### src/design/fmx_params.svh
// Constants for the file-move instruction executor
`ifndef FMX_PARAMS_SVH
`define FMX_PARAMS_SVH

// ----------------------------------------------------------------------
// Widths
// ----------------------------------------------------------------------
`define FMX_IW              16
`define FMX_AW              12
`define FMX_DW              8

// ----------------------------------------------------------------------
// Instruction encodings
// ----------------------------------------------------------------------
`define FMX_WD_RESTART_WORD 16'h0004
`define FMX_BANK_LOAD_PFX   8'h01
`define FMX_CLEAR_PFX       7'h2a
`define FMX_MOVE1_PFX       4'hc
`define FMX_MOVE2_PFX       4'hf
`define FMX_ACCESS_SEL_BIT  8
`define FMX_ACCESS_BANK     4'h0
`define FMX_CLEAR_DATA      8'h00

// ----------------------------------------------------------------------
// Register map
// ----------------------------------------------------------------------
`define FMX_REG_CTRL        12'h000
`define FMX_REG_STATUS      12'h004
`define FMX_CTRL_EN_BIT     0
`define FMX_CTRL_EN_RST     1'b1
`define FMX_ST_ZERO_BIT     0
`define FMX_ST_EXPIRY_BIT   1
`define FMX_ST_SLEEP_BIT    2
`define FMX_ST_BANK_LSB     8
`define FMX_ST_BUSY_BIT     16
`define FMX_BANK_RST        8'h00

`endif

### src/design/fmx_pkg.sv
// Types for the file-move instruction executor
`default_nettype none
package fmx_pkg;

    typedef enum logic [2:0] {
        OP_NONE,
        OP_CLEAR,
        OP_WD_RESTART,
        OP_MOVE,
        OP_BANK_LOAD
    } fmx_op_type;

    typedef enum logic [1:0] {
        ST_IDLE,
        ST_MOVE_WAIT,
        ST_MOVE_DUMMY
    } fmx_state_type;

endpackage : fmx_pkg
`default_nettype wire

### src/design/fmx_exec.sv
// Executor for clear, watchdog restart, file move and bank load
// Behaviour
// RULE1: Clear writes zero to the addressed register, sets only null flag.
// RULE2: Clear access bit 0 forces the fixed bank, 1 uses the bank register.
// RULE3: Watchdog restart clears counter and postscaler, sets expiry, sleep.
// RULE4: Move is two words: 1100 plus source, then 1111 plus destination.
// RULE5: Move reads source, dummy-reads while decoding word two, then writes.
// RULE6: Bank load copies the 8-bit literal into the bank register, no flags.
`timescale 1ns/10ps
`default_nettype none
`include "fmx_params.svh"

module fmx_exec (
    input  wire logic                core_clk_i,
    input  wire logic                rst_i,
    input  wire logic                ce_i,
    input  wire logic                instr_valid_i,
    input  wire logic [`FMX_IW-1:0]  instr_i,
    output logic                     instr_ready_o,
    output logic [`FMX_AW-1:0]       mem_addr_o,
    output logic                     mem_rd_o,
    output logic                     mem_we_o,
    output logic [`FMX_DW-1:0]       mem_wdata_o,
    input  wire logic [`FMX_DW-1:0]  mem_rdata_i,
    output logic                     watchdog_restart_o,
    output logic                     zero_flag_o,
    output logic                     watchdog_expiry_flag_o,
    output logic                     sleep_entry_flag_o,
    output logic [`FMX_DW-1:0]       bank_select_reg_o,
    input  wire logic                psel_i,
    input  wire logic                penable_i,
    input  wire logic                pwrite_i,
    input  wire logic [11:0]         paddr_i,
    input  wire logic [31:0]         pwdata_i,
    output logic [31:0]              prdata_o,
    output logic                     pready_o,
    output logic                     pslverr_o
);

    // ------------------------------------------------------------------
    // Decode
    // ------------------------------------------------------------------
    function automatic fmx_pkg::fmx_op_type decode_op(
        input logic [`FMX_IW-1:0] w
    );
        fmx_pkg::fmx_op_type op;
        op = fmx_pkg::OP_NONE;
        if (w == `FMX_WD_RESTART_WORD) begin
            op = fmx_pkg::OP_WD_RESTART;
        end else if (w[15:8] == `FMX_BANK_LOAD_PFX) begin
            op = fmx_pkg::OP_BANK_LOAD;
        end else if (w[15:9] == `FMX_CLEAR_PFX) begin
            op = fmx_pkg::OP_CLEAR;
        end else if (w[15:12] == `FMX_MOVE1_PFX) begin
            op = fmx_pkg::OP_MOVE;
        end
        return op;
    endfunction : decode_op

    fmx_pkg::fmx_state_type  state;
    fmx_pkg::fmx_state_type  next_state;
    logic [`FMX_AW-1:0]      next_mem_addr;
    logic                    next_mem_rd;
    logic                    next_mem_we;
    logic [`FMX_DW-1:0]      next_mem_wdata;
    logic [`FMX_DW-1:0]      hold;
    logic [`FMX_DW-1:0]      next_hold;
    logic                    next_watchdog_restart;
    logic                    next_zero;
    logic                    next_expiry;
    logic                    next_sleep;
    logic [`FMX_DW-1:0]      next_bank;
    logic                    ctrl_en;
    logic                    next_ctrl_en;
    logic [31:0]             next_prdata;
    logic                    acc;
    logic                    apb_wr;
    logic                    sts_wr;
    logic                    mapped;

    assign instr_ready_o = ctrl_en && (state != fmx_pkg::ST_MOVE_DUMMY);
    assign acc           = ce_i && instr_valid_i && instr_ready_o;

    // ------------------------------------------------------------------
    // Execution
    // ------------------------------------------------------------------
    always_comb begin
        next_state            = state;
        next_mem_addr         = mem_addr_o;
        next_mem_rd           = 1'b0;
        next_mem_we           = 1'b0;
        next_mem_wdata        = mem_wdata_o;
        next_hold             = hold;
        next_watchdog_restart = 1'b0;
        next_bank             = bank_select_reg_o;
        // Software clear first so that a same-cycle set wins
        next_zero   = zero_flag_o
                      & ~(sts_wr & pwdata_i[`FMX_ST_ZERO_BIT]);
        next_expiry = watchdog_expiry_flag_o
                      & ~(sts_wr & pwdata_i[`FMX_ST_EXPIRY_BIT]);
        next_sleep  = sleep_entry_flag_o
                      & ~(sts_wr & pwdata_i[`FMX_ST_SLEEP_BIT]);
        unique case (state)
            fmx_pkg::ST_IDLE: begin
                if (acc) begin
                    unique case (decode_op(instr_i))
                        fmx_pkg::OP_CLEAR: begin
                            if (instr_i[`FMX_ACCESS_SEL_BIT]) begin
                                next_mem_addr = {bank_select_reg_o[3:0],
                                                 instr_i[7:0]}; // RULE2
                            end else begin
                                next_mem_addr = {`FMX_ACCESS_BANK,
                                                 instr_i[7:0]}; // RULE2
                            end
                            next_mem_we    = 1'b1;              // RULE1
                            next_mem_wdata = `FMX_CLEAR_DATA;   // RULE1
                            next_zero      = 1'b1;              // RULE1
                        end
                        fmx_pkg::OP_WD_RESTART: begin
                            next_watchdog_restart = 1'b1;       // RULE3
                            next_expiry           = 1'b1;       // RULE3
                            next_sleep            = 1'b1;       // RULE3
                        end
                        fmx_pkg::OP_BANK_LOAD: begin
                            next_bank = instr_i[7:0];           // RULE6
                        end
                        fmx_pkg::OP_MOVE: begin
                            next_mem_addr = instr_i[11:0];      // RULE4
                            next_mem_rd   = 1'b1;               // RULE5
                            next_state    = fmx_pkg::ST_MOVE_WAIT;
                        end
                        fmx_pkg::OP_NONE: begin
                        end
                    endcase
                end
            end
            fmx_pkg::ST_MOVE_WAIT: begin
                if (mem_rd_o) begin
                    next_hold = mem_rdata_i;                    // RULE5
                end
                if (acc) begin
                    if (instr_i[15:12] == `FMX_MOVE2_PFX) begin
                        next_mem_addr = instr_i[11:0];          // RULE4
                        next_mem_rd   = 1'b1;                   // RULE5
                        next_state    = fmx_pkg::ST_MOVE_DUMMY;
                    end else begin
                        next_state    = fmx_pkg::ST_IDLE;
                    end
                end
            end
            fmx_pkg::ST_MOVE_DUMMY: begin
                next_mem_we    = 1'b1;                          // RULE5
                next_mem_wdata = hold;                          // RULE5
                next_state     = fmx_pkg::ST_IDLE;
            end
        endcase
    end

    always_ff @(posedge core_clk_i) begin
        if (rst_i) begin
            state                  <= fmx_pkg::ST_IDLE;
            mem_addr_o             <= '0;
            mem_rd_o               <= 1'b0;
            mem_we_o               <= 1'b0;
            mem_wdata_o            <= '0;
            hold                   <= '0;
            watchdog_restart_o     <= 1'b0;
            zero_flag_o            <= 1'b0;
            watchdog_expiry_flag_o <= 1'b0;
            sleep_entry_flag_o     <= 1'b0;
            bank_select_reg_o      <= `FMX_BANK_RST;
        end else if (ce_i) begin
            state                  <= next_state;
            mem_addr_o             <= next_mem_addr;
            mem_rd_o               <= next_mem_rd;
            mem_we_o               <= next_mem_we;
            mem_wdata_o            <= next_mem_wdata;
            hold                   <= next_hold;
            watchdog_restart_o     <= next_watchdog_restart;
            zero_flag_o            <= next_zero;
            watchdog_expiry_flag_o <= next_expiry;
            sleep_entry_flag_o     <= next_sleep;
            bank_select_reg_o      <= next_bank;
        end
    end

    // ------------------------------------------------------------------
    // APB slave
    // ------------------------------------------------------------------
    assign pready_o  = ce_i;
    assign mapped    = (paddr_i == `FMX_REG_CTRL)
                       || (paddr_i == `FMX_REG_STATUS);
    assign pslverr_o = psel_i && penable_i && !mapped;
    assign apb_wr    = psel_i && penable_i && pwrite_i && ce_i;
    assign sts_wr    = apb_wr && (paddr_i == `FMX_REG_STATUS);

    always_comb begin
        next_ctrl_en = ctrl_en;
        next_prdata  = prdata_o;
        if (apb_wr && (paddr_i == `FMX_REG_CTRL)) begin
            next_ctrl_en = pwdata_i[`FMX_CTRL_EN_BIT];
        end
        if (psel_i && !penable_i) begin
            next_prdata = '0;
            if (paddr_i == `FMX_REG_CTRL) begin
                next_prdata[`FMX_CTRL_EN_BIT] = ctrl_en;
            end else if (paddr_i == `FMX_REG_STATUS) begin
                next_prdata[`FMX_ST_ZERO_BIT]   = zero_flag_o;
                next_prdata[`FMX_ST_EXPIRY_BIT] = watchdog_expiry_flag_o;
                next_prdata[`FMX_ST_SLEEP_BIT]  = sleep_entry_flag_o;
                next_prdata[`FMX_ST_BANK_LSB +: `FMX_DW] = bank_select_reg_o;
                next_prdata[`FMX_ST_BUSY_BIT] =
                    (state != fmx_pkg::ST_IDLE);
            end
        end
    end

    always_ff @(posedge core_clk_i) begin
        if (rst_i) begin
            ctrl_en  <= `FMX_CTRL_EN_RST;
            prdata_o <= '0;
        end else if (ce_i) begin
            ctrl_en  <= next_ctrl_en;
            prdata_o <= next_prdata;
        end
    end
endmodule : fmx_exec
`default_nettype wire

### config.mk
export PLATFORM = sky130hd
export DESIGN_NAME = fmx_exec
export DESIGN_NICKNAME = d
export VERILOG_FILES = /design/src/design/fmx_pkg.sv /design/src/design/fmx_exec.sv
export VERILOG_INCLUDE_DIRS = /design/src /design/src/design
export SDC_FILE = /design/constraint.sdc
export NUM_CORES = 1
export LEC_CHECK = 0
export BUFFER_PORTS_ARGS = -buffer_cell sky130_fd_sc_hd__buf_2
export CORE_ASPECT_RATIO = 0.75
export CORE_MARGIN = 2
export CORE_UTILIZATION = 25
export DETAILED_ROUTE_END_ITERATION = 6
export REMOVE_ABC_BUFFERS = 1
export SLEW_MARGIN = 25
export SYNTH_ARGS = -nofsm -noshare
export SYNTH_HDL_FRONTEND = slang
export SYNTH_SLANG_ARGS = --single-unit
### constraint.sdc
create_clock -name core_clk_i -period 1.7 [get_ports core_clk_i]
set_input_delay 0.34 -clock core_clk_i [delete_from_list [all_inputs] [get_ports core_clk_i]]
set_output_delay 0.34 -clock core_clk_i [all_outputs]
set_load 0.1 [all_outputs]
Word-level counts from Yosys, hierarchy flattened
Cells that the tools add are included.
Cells by class
  reduce and logical (&&, ||, !) cells: 25
  muxes and demuxes: 45
  eq/ne operators: 19
  bitwise gates (word level): 9
Operators with widths (number)
  $mux 12: 4
  $pmux 12 s2: 2
  $mux 1: 19
  $mux 9: 2
  $eq 16x3->1 const B: 1
  $mux 8: 2
  $pmux 8 s2: 1
  $mux 3: 5
  $mux 2: 7
  $eq 12x3->1 const B: 1
  $logic_not 12->1: 1
  $reduce_and 4->1: 3
  $logic_and 1x1->1: 10
  $eq 4x4->1 const B: 2
  $eq 8x1->1 const B: 1
  $ne 2x2->1 const B: 4
  $eq 7x6->1 const B: 1
  $and 1x1->1: 6
  $eq 3x2->1 const B: 2
  $pmux 2 s3: 1
  $reduce_and 6->1: 1
  $reduce_bool 2->1: 3
  $ne 2x1->1 const B: 2
  $pmux 1 s2: 2
  11 further kinds: 15
Word-level totals
  output and inout bits: 69
  input bits: 75
  flip-flop bits (word level): 57
  logic and storage cells: 111

Depth between registers and ports, before layout
Gate-level depths: netlist (run 1).
  depth in word-level cells: 11
  mapped depth: 8
  gate-level depth less buffers: 6

Least setup slack after synthesis (run 1)
OpenSTA, ideal clock, no wires.
  kind: register -> register
  start: reg state[0]
  end: reg state[1]
  stages on the path, launching flop included: 7
  setup slack: -0.997 ns
  data required time: 1.628 ns
  buffers on the path: 0
  setup time: 0.072 ns
  data arrival time: 2.626 ns
  period minus slack after synthesis: 2.697 ns
  cells stage by stage: dfxtp_1 inv_1 ha_1 nor2b_1 o211a_1 o21a_1 mux2i_1
On the way
  longest elaborated chain between the ends: 5
  elaborated cells between the ends (all ways): 11
  classes of those cells: 6 x eq/ne; 1 x mux; 4 x reduce/logical
RTL lines
  start: declaration: line fmx_exec.sv:60  | fmx_pkg::fmx_state_type state;
  start signal: assignment: line fmx_exec.sv:161  | state <= fmx_pkg::ST_IDLE;
  start signal: assignment: line fmx_exec.sv:173  | state <= next_state;
  $ne 2x2->1 (*): line fmx_exec.sv:81  | assign instr_ready_o = ctrl_en && (state != fmx_pkg::ST_MOVE_DUMMY);
  $logic_and 1x1->1 (*): line fmx_exec.sv:81
  via instr_ready_o: line fmx_exec.sv:19  | output logic instr_ready_o,
  $logic_and 1x1->1 (*): line fmx_exec.sv:82  | assign acc = ce_i && instr_valid_i && instr_ready_o;
  $ne 2x2->1 (no source line)
  $reduce_and 4->1 (no source line) (*)
The timed path passes the listed nets; every way through them passes the cells marked *.
A chain may end at the register's enable or synchronous reset.

Worst setup path in the final report (run 1)
  start: in instr_i[11]
  end: reg mem_addr_o[8]
On the way
  longest elaborated chain between the ends: 10
  elaborated cells between the ends (all ways): 15
  classes of those cells: 6 x eq/ne; 8 x mux; 1 x reduce/logical
RTL lines
  start: declaration: line fmx_exec.sv:18  | input wire logic [`FMX_IW-1:0] instr_i,
  $eq 7x6->1 (no source line)
  $mux 2: line fmx_exec.sv:52  | end else if (w[15:9] == `FMX_CLEAR_PFX) begin
  $mux 3: line fmx_exec.sv:50  | end else if (w[15:8] == `FMX_BANK_LOAD_PFX) begin
  $mux 3 (*): line fmx_exec.sv:48  | if (w == `FMX_WD_RESTART_WORD) begin
  $mux 3 (*): line fmx_exec.sv:105  | if (acc) begin
  $mux 3 (*): line fmx_exec.sv:103  | unique case (state)
  $eq 3x2->1 / $eq 3x1->1 (equally long branches): line fmx_exec.sv:106  | unique case (decode_op(instr_i))
  $pmux 12 s2: line fmx_exec.sv:106
  $mux 12: line fmx_exec.sv:105
  $pmux 12 s2: line fmx_exec.sv:103
  end signal: assignment: line fmx_exec.sv:174  | mem_addr_o <= next_mem_addr;
  end: declaration: line fmx_exec.sv:20  | output logic [`FMX_AW-1:0] mem_addr_o,
Every way passes the cells marked *; elsewhere a longest branch is shown, timed or not. The select of a mux whose other input is x is not followed.

==> results.py, run 1 <==
metrics = {
    "status": {
        "status": "finished, violations left",
        "violations": "negative setup slack",
    },
    "placement": {
        "gp_routability_congestion": 0.912,
        "port_buffers": 94,
        "dp_cells": 520,
        "dpl.hpwl_um": 5790,
        "dp_slack_ns": -0.310,
    },
    "critical_path": {
        "cp_cell_sequence": "buf_2, or4_4, o211a_1, buf_4, buf_4, o21ai_0, a21oi_2",
        "r2r_slack_ns": 0,
        "worst-path-buf-inv": 3,
        "cp_slowest_cell": "or4_4",
        "path_max_fanout": 9,
        "end_kind": "flip-flop",
        "start_kind": "primary input",
        "crit_top_cell": "buf_4",
        "arrival_ns": 1.92,
        "crit_type": "primary input to flip-flop",
        "slowest_delay_ns": 0.57,
        "critical_path.top_delay_family": "simple AND/OR/NAND/NOR gates",
        "cp.required_ns": 1.90,
    },
    "synth": {
        "synth_edf_count": 0,
        "synth_area_leaders": "dfxtp_1, a22o_1, buf_4, a21oi_1, nand3_1",
        "syn_avg_cell_area_um2": 9.11,
        "ys_types": 40,
        "synthCells": 278,
        "syn_area_um2": 2530,
        "synth_warnings": 0,
        "ys_ff_latch": 57,
        "async_reset_ff_frac": 0,
        "yosysTopAreaCellShare": 0.450,
        "synth_area_leader_cell": "dfxtp_1",
        "synth_top_flop_cell": "dfxtp_1",
        "ys_seq_area_frac": 0.450,
    },
    "layout": {
        "antenna_cells": 0,
        "drive_gt1_frac": 0.430,
        "final_cell_mix": "buf_2, dfxtp_1, buf_4",
        "final_common_cell": "buf_2",
        "area_delta_synth_final_pct": 51.7,
        "nets": 482,
        "finalNonFillerCells": 541,
        "finish.utilization": 0.393,
    },
    "detailed_routing": {
        "wl_per_cell_um": 14.4,
        "vias_per_cell": 4.74,
        "route.vias.total": 2567,
        "first_pass_iters": 4,
        "drt_iter0_drc": 173,
        "ant_nets": 0,
        "drc": 0,
        "totalWireLength_um": 7800,
    },
    "floorplan": {
        "die_area_um2": 11000,
        "start_util": 0.259,
        "core_um2": 9770,
        "die_h_um": 91.2,
        "die_x_um": 120,
        "ios": 144,
        "rows": 31,
    },
    "clocking": {
        "cts.sink_count": 57,
        "numCtsBuffers": 9,
        "cts_tree": "yes",
        "clk_latency_ns": 0.33,
        "root_buffer": "clkbuf_16",
        "cts_max_level": 3,
        "clk_pin_slew_ns": 0.05,
        "clockBufferDepth": 2,
        "holdBufCountCts": 0,
    },
    "global_route": {
        "grt_usage": 0.138,
        "antenna_found_initial": 0,
        "grt_max_degree": 22,
        "grt_pass1_vias": 2355,
        "grt_pass1_wl_um": 11800,
        "grt.overflow.total": 0,
    },
    "power": {
        "power_mw": 3.75,
        "power.density_nw_per_um2": 977,
        "power_leakage_nw": 1.76,
        "ir_drop_mv": 0.456,
    },
    "timing": {
        "period_share": 1.01,
        "max_freq_mhz": 583,
        "slew_viol_final": 0,
        "clock_skew_ns": 0.00714,
        "hold_slack_ns": 0.244,
        "setup_slack_ns": -0.0163,
        "rsz0062_at_grt": "true",
        "hold_violations": 0,
        "setup_viol": 1,
        "fin_crit_ns": 1.72,
    },
    "job": {
        "cap_violations": 0,
    },
    "worst_hold_path": {
        "hp-class": "primary input to flip-flop",
    },
}
==> worst reg2reg max path, delay by kind of cell (launching register included) <==
kind	cells	cell delay, ns
and+or+nand+nor	2	0.69
buffers and inverters	1	0.05
adders and majority gates	1	0.15
DFF	1	0.35
AOI/OAI and AO/OA	2	0.40
==> metal layers <==
metal / vias to the layer above / share of wire / track usage / wire [um]
li1: 1245 / - / - / -
met1: 1218 / 0.45 / 0.172 / 3540
met3: 12 / 0.077 / 0.0553 / 601
met2: 92 / 0.46 / 0.217 / 3560
met4: 0 / 0.013 / 0.0426 / 98
met5: - / 0 / 0 / 0
==> cells in the mapped netlist, types with 4 or more instances <==
| cell | n |
|---|---|
| o21ai_0 | 20 |
| nor4_1 | 4 |
| inv_1 | 6 |
| a22o_1 | 19 |
| mux2i_1 | 11 |
| nor2_1 | 11 |
| nand2_1 | 7 |
| nand3_1 | 23 |
| nor3_1 | 10 |
| buf_4 | 21 |
| clkbuf_1 | 13 |
| a21oi_1 | 27 |
| dfxtp_1 | 57 |
| nor4b_1 | 4 |
| o31ai_1 | 4 |
==> logic make-up (layout without fill, tap and decap cells) <==
family,Yosys count,after routing,share of synthesized area
buffers and inverters,42,154,0.0943
adder cells (fa/ha/maj),3,3,0.0148
flip-flops,57,57,0.450
AO/OA/AOI/OAI,81,81,0.206
multiplexers,11,11,0.0435
other,1,20,0.00148
AND/OR/NAND/NOR,83,83,0.189
==> state kept, by name (all words and copies together) (netlist names), 2 cells and up <==
name	count
hold	8
bank_select_reg_o	8
mem_wdata_o	8
mem_addr_o	12
state	2
prdata_o	12
==> final timing paths <==
check	to	depth (start not counted)	startpoint
setup / recovery	mem_addr_o[8]	7	instr_i[11]
hold / removal	hold[3]	3	mem_rdata_i[3]
setup reg to reg	mem_addr_o[8]	6	state[0]
hold reg to reg	prdata_o[0]	2	prdata_o[0]
==> cell type report <==
class                   instances  area [um2]
clock buffers                  14         274
fillers                       994        5930
multi-input cells             198        1390
well taps                     132         165
clock inverters                 2        35.0
repair buffers                132         808
flip-flops and latches         57        1140
inverters                       6        25.0
==> stage by stage <==
step           TNS (ns)  area [um2]
6_report        -0.0163        3840
5_1_grt          -0.391        3840
4_1_cts         -0.0169        3690
3_5_place_dp      -5.52        3320
3_3_place_gp      -4.69        3320
2_1_floorplan    -11.86        2390
==> power by group <==
part	total (mW)	switching (mW)	internal [mW]
clock	1.85	0.595	1.25
sequential	1.35	0.00477	1.35
combinational	0.558	0.418	0.140
total	3.75	1.02	2.74
==> timing repair <==
action,4_1_cts,5_1_grt
endpoints found under the setup margin,28,35
pin swaps,5,9
resized for setup,14,35
setup buffers,2,2
hold endpoints to repair,0,0
gates cloned,0,1
No activity file was read; power rests on OpenSTA's default activity.
==> run 2: changes to the inputs <==
--- a/config.mk
+++ b/config.mk
@@ -12,6 +12,7 @@
 export CORE_UTILIZATION = 25
 export DETAILED_ROUTE_END_ITERATION = 6
 export REMOVE_ABC_BUFFERS = 1
+export SKIP_CTS_REPAIR_TIMING = 1
 export SLEW_MARGIN = 25
 export SYNTH_ARGS = -nofsm -noshare
 export SYNTH_HDL_FRONTEND = slang
==> run 2 against run 1 <==
The run still ends with negative setup slack left. Routed wire length rose by 0.49%. Clock skew barely moved. Sequential share of layout area rose by 0.21 points. Global-route usage fell by 0.19 points. Total power fell by 0.23%. Count of clock-buffer cells in the layout did not move. Register-to-register slack barely moved. Flip-flop and latch count did not move. Setup slack got worse by 0.0085 ns. Hold slack barely moved. Critical path depth did not move. Via count fell by 1.1%. Largest power group unchanged.
==> results.py, run 2 (synthesis results as in run 1) <==
metrics = {
    "floorplan": {
        "die_h_um": 91.2,
        "core_um2": 9770,
        "ios": 144,
        "die_x_um": 120,
        "rows": 31,
        "die_area_um2": 11000,
        "start_util": 0.259,
    },
    "placement": {
        "placed_area_um2": 3320,
        "dp_slack_ns": -0.310,
        "port_buffers": 94,
        "dpl.hpwl_um": 5790,
        "dp_cells": 520,
        "gp_routability_congestion": 0.912,
    },
    "critical_path": {
        "crit_top_cell": "buf_4",
        "r2r_slack_ns": -0.01,
        "cp_slowest_cell": "or4_4",
        "slowest_delay_ns": 0.57,
        "start_kind": "primary input",
        "critical_path.top_delay_family": "simple AND/OR/NAND/NOR gates",
        "path_max_fanout": 9,
        "end_kind": "flip-flop",
        "arrival_ns": 1.93,
        "r2r.worst_path.cells": 6,
        "crit_type": "primary input to flip-flop",
        "r2r-end": "mem_addr_o[8]",
        "r2r_start": "state[0]",
        "cp.required_ns": 1.90,
        "worst-path-buf-inv": 3,
        "cp_cell_sequence": "buf_2, or4_4, o211a_1, buf_4, buf_4, o21ai_0, a21oi_2",
    },
    "clocking": {
        "cts_tree": "yes",
        "cts_max_level": 3,
        "clk_latency_ns": 0.33,
        "cts.sink_count": 57,
        "root_buffer": "clkbuf_16",
        "clockBufferDepth": 2,
        "clk_pin_slew_ns": 0.05,
        "numCtsBuffers": 9,
    },
    "status": {
        "violations": "negative setup slack",
        "status": "finished, violations left",
    },
    "layout": {
        "top_regs": "mem_addr_o: 12 flops, prdata_o: 12 flops",
        "seqCellArea_um2": 1140,
        "fin_area_um2": 3820,
        "final_common_cell": "buf_2",
        "multiInputGateArea_um2": 1370,
        "nets": 481,
        "finish.utilization": 0.390,
        "finalNonFillerCells": 540,
        "antenna_cells": 0,
        "area_delta_synth_final_pct": 50.6,
        "final_cell_mix": "buf_2, dfxtp_1, buf_4",
        "fillers": 993,
        "drive_gt1_frac": 0.412,
    },
    "timing": {
        "clock_skew_ns": 0.00725,
        "rsz0062_at_grt": "true",
        "setup_viol": 2,
        "fin_crit_ns": 1.72,
        "hold_violations": 0,
        "max_freq_mhz": 580,
        "period_share": 1.01,
        "slew_viol_final": 0,
        "setup_slack_ns": -0.0248,
        "tns_ns": -0.0405,
    },
    "power": {
        "ir_drop_mv": 0.455,
        "swShare": 0.270,
        "power.density_nw_per_um2": 982,
        "p_seq_frac": 0.360,
        "p_int_mw": 2.73,
        "p_comb_frac": 0.148,
        "power_leakage_nw": 1.75,
        "switchingPower_mw": 1.01,
        "clkPwrFrac": 0.492,
    },
    "detailed_routing": {
        "totalWireLength_um": 7840,
        "wl_per_cell_um": 14.5,
        "ant_nets": 0,
        "wl_met2_um": 3600,
        "wl_met3_um": 698,
        "drt-met1-wl_um": 3450,
        "drc": 0,
        "route.vias.total": 2540,
        "drt_iter0_drc": 151,
        "vias_per_cell": 4.70,
        "first_pass_iters": 4,
        "top_layer_used": "met4",
    },
    "global_route": {
        "grt_pass1_vias": 2307,
        "grt_pass1_wl_um": 11600,
        "grt_usage": 0.136,
        "grt_max_degree": 22,
        "grt.overflow.total": 0,
        "antenna_found_initial": 0,
    },
    "worst_hold_path": {
        "hp-class": "primary input to flip-flop",
        "min_to": "hold[3]",
        "timing.hold.worst.start": "mem_rdata_i[3]",
        "whs_path_depth": 3,
    },
    "job": {
        "cap_violations": 0,
    },
}
==> run 2: final cells by class <==
| class | count | share of cell area |
|---|---|---|
| clock buffer | 14 | 0.0718 |
| timing repair buffer | 131 | 0.211 |
| multi-input combinational | 198 | 0.359 |
| inverter | 6 | 0.00590 |
| clock inverter | 2 | 0.00918 |
| tap | 132 | 0.0433 |
| sequential | 57 | 0.300 |
==> run 2: metrics by stage <==
stage / power [mW] / hold slack [ns]
floorplan: 1.70 / 0.409
global placement: 1.89 / 0.443
detailed placement: 1.89 / 0.452
CTS: 3.76 / 0.232
global route: 3.89 / 0.246
finish: 3.75 / 0.244
==> run 2: worst max path at each step <==
stage | startpoint | endpoint | slack (ns) | cells after the start
3_3_place_gp | instr_i[11] | mem_addr_o[8] | -0.27 | 5
2_1_floorplan | state[0] | state[1] | -1.0 | 6
5_1_grt | state[0] | mem_wdata_o[0] | -0.08 | 7
6_report | instr_i[11] | mem_addr_o[8] | -0.02 | 7
3_5_place_dp | instr_i[11] | mem_addr_o[8] | -0.31 | 5
4_1_cts | state[0] | instr_ready_o | -0.21 | 5
==> run 2: worst reg2reg max path: cells and delay by family (launching register included) <==
family | cells | cell delay, ns
compound gates | 2 | 0.39
flops | 1 | 0.33
buf+inv | 1 | 0.06
simple gates | 2 | 0.69
fa+ha+maj | 1 | 0.16
==> run 2: per-layer routing <==
metal,GRT usage,vias up
li1,-,1239
met1,0.171,1193
met2,0.212,97
met3,0.0553,11
met4,0.0426,0
met5,0,-
==> run 2: power groups by stage <==
stage / Clock, mW / Combinational, mW / Sequential (mW)
6_report: 1.84 / 0.553 / 1.35
5_1_grt: 1.96 / 0.582 / 1.35
4_1_cts: 1.89 / 0.516 / 1.35
3_5_place_dp: 0 / 0.515 / 1.38
3_3_place_gp: 0 / 0.511 / 1.38
2_1_floorplan: 0 / 0.283 / 1.42
==> run 3: changes to the inputs <==
--- a/config.mk
+++ b/config.mk
@@ -9,10 +9,11 @@
 export BUFFER_PORTS_ARGS = -buffer_cell sky130_fd_sc_hd__buf_2
 export CORE_ASPECT_RATIO = 0.75
 export CORE_MARGIN = 2
-export CORE_UTILIZATION = 25
+export CORE_UTILIZATION = 33
 export DETAILED_ROUTE_END_ITERATION = 6
 export REMOVE_ABC_BUFFERS = 1
 export SKIP_CTS_REPAIR_TIMING = 1
+export SKIP_LAST_GASP = 1
 export SLEW_MARGIN = 25
 export SYNTH_ARGS = -nofsm -noshare
 export SYNTH_HDL_FRONTEND = slang
==> constraint.sdc (replaced) <==
create_clock -name core_clk_i -period 1.6 [get_ports core_clk_i]
set_input_delay 0.32 -clock core_clk_i [delete_from_list [all_inputs] [get_ports core_clk_i]]
set_output_delay 0.32 -clock core_clk_i [all_outputs]
set_load 0.1 [all_outputs]
==> run 3 against run 2 <==
The flow still finishes with violations (negative setup slack). Register-to-register slack worse by 0.10 ns. Clock power is 9.8% lower. Combinational power is 6.5% higher. Total power is 1.7% lower. Sequential power is 6% higher. Clock skew is 0.0027 ns higher. Count of clock-buffer cells in the layout is 3 lower. Routed wire length is 4.6% lower. Critical path type is now flip-flop to output port. Setup slack worse by 0.12 ns. Cell count is 5.4% lower.
==> results.py, run 3 (synthesis results as in run 1) <==
metrics = {
    "layout": {
        "finish.utilization": 0.507,
        "nets": 483,
        "drive_gt1_frac": 0.432,
        "fillers": 705,
        "antenna_cells": 0,
        "top_regs": "mem_addr_o: 12 flops, prdata_o: 12 flops",
        "seqCellArea_um2": 1140,
        "multiInputGateArea_um2": 1400,
        "final_cell_mix": "buf_2, dfxtp_1, buf_4",
        "final_common_cell": "buf_2",
        "area_delta_synth_final_pct": 47.9,
    },
    "timing": {
        "setup_slack_ns": -0.146,
        "hold_slack_ns": 0.222,
        "slew_headroom": 0.596,
        "fin_crit_ns": 1.75,
        "period_share": 1.09,
        "slew_viol_final": 0,
        "clock_skew_ns": 0.00997,
        "max_freq_mhz": 573,
        "tightest_slew_ns": 0.603,
        "setup_viol": 32,
        "rsz0062_at_grt": "true",
        "hold_violations": 0,
    },
    "clocking": {
        "clk_latency_ns": 0.33,
        "cts_max_level": 3,
        "cts.sink_count": 57,
        "clockBufferDepth": 2,
        "numCtsBuffers": 9,
        "root_buffer": "clkbuf_8",
        "clk_pin_slew_ns": 0.07,
        "cts_tree": "yes",
    },
    "status": {
        "violations": "negative setup slack",
        "status": "finished, violations left",
    },
    "worst_hold_path": {
        "hp-class": "primary input to flip-flop",
        "min_to": "hold[0]",
        "whs_path_depth": 3,
        "timing.hold.worst.start": "mem_rdata_i[0]",
    },
    "critical_path": {
        "slowest_delay_ns": 0.35,
        "path_max_fanout": 5,
        "r2r_start": "state[0]",
        "r2r.worst_path.cells": 7,
        "startpoint": "state[0]",
        "cp_cell_sequence": "inv_4, ha_4, buf_6, nor2b_4, buf_4, buf_12",
        "r2r_slack_ns": -0.11,
        "crit_type": "flip-flop to output port",
        "critical_path.top_delay_family": "buffers and inverters",
        "cp.required_ns": 1.28,
        "cp_slowest_cell": "dfxtp_2",
        "r2r-end": "watchdog_expiry_flag_o",
        "start_kind": "flip-flop",
        "arrival_ns": 1.43,
        "worst-path-buf-inv": 4,
        "end_kind": "output port",
    },
    "detailed_routing": {
        "vias_per_cell": 5.06,
        "route.vias.total": 2586,
        "drt_iter0_drc": 129,
        "totalWireLength_um": 7480,
        "first_pass_iters": 4,
        "ant_nets": 0,
        "wl_per_cell_um": 14.6,
        "drc": 0,
    },
    "job": {
        "cap_violations": 0,
    },
    "floorplan": {
        "ios": 144,
        "core_um2": 7400,
        "start_util": 0.342,
        "rows": 27,
        "die_h_um": 79.9,
        "die_area_um2": 8400,
        "die_x_um": 105,
    },
    "global_route": {
        "grt_usage": 0.174,
        "grt.overflow.total": 0,
        "grt_pass1_wl_um": 11600,
        "grt_pass1_vias": 2409,
        "antenna_found_initial": 0,
        "grt_max_degree": 21,
    },
    "placement": {
        "port_buffers": 94,
        "dpl.hpwl_um": 5430,
        "gp_routability_congestion": 0.802,
    },
    "power": {
        "ir_drop_mv": 0.526,
        "power_leakage_nw": 1.71,
        "power.density_nw_per_um2": 982,
    },
}
[run 3: cell count changes in the layout (fill, tap and decap cells not counted), sizes merged]
cell and change:
clkbuf -4, bufinv +2, buf +3, clkinvlp +1
[run 3: worst reg2reg max path, stage by stage (launching register included)]
cell	delay, ns
dfxtp_2	0.35
inv_4	0.05
ha_4	0.16
buf_6	0.12
and4b_1	0.28
nand4_1	0.15
nand4b_1	0.33
a21oi_1	0.20
[run 3: layout make-up]
class                   count  area share
multi-input cells         198       0.373
flip-flops and latches     57       0.305
repair buffers            133       0.216
clock buffers              11      0.0377
well taps                 101      0.0337
clock inverters             5      0.0274
inverters                   6     0.00668
[run 3: metrics by stage]
| stage | area (um2) | instances | total power, mW | setup TNS, ns | setup slack (ns) |
|---|---|---|---|---|---|
| after global routing | 3750 | 511 | 3.81 | -5.96 | -0.214 |
| after detailed placement | 3280 | 490 | 2.00 | -9.17 | -0.325 |
| final | 3750 | 511 | 3.68 | -1.65 | -0.146 |
| after CTS | 3520 | 506 | 3.66 | -5.46 | -0.337 |
| after floorplan | 2390 | 261 | 1.81 | -15.18 | -1.10 |
| after global placement | 3280 | 490 | 2.00 | -7.59 | -0.322 |
[run 3: worst max-delay path by stage]
stage                     end  cells past startpoint
2_1_floorplan        state[1]                      6
3_3_place_gp    mem_addr_o[8]                      5
3_5_place_dp    mem_addr_o[8]                      5
4_1_cts         instr_ready_o                      6
5_1_grt        mem_addr_o[10]                      8
6_report        instr_ready_o                      6
[run 3: layer usage]
layer,vias up,GRT usage,share of wire
met5,-,0,0
met4,0,0.0547,0.0084
met3,7,0.0547,0.068
met2,85,0.272,0.45
met1,1248,0.228,0.47
li1,1246,-,-
[run 3: where the power goes]
part | internal [mW] | switching (mW)
combinational | 0.145 | 0.444
sequential | 1.43 | 0.00519
clock | 1.08 | 0.585
total | 2.65 | 1.03
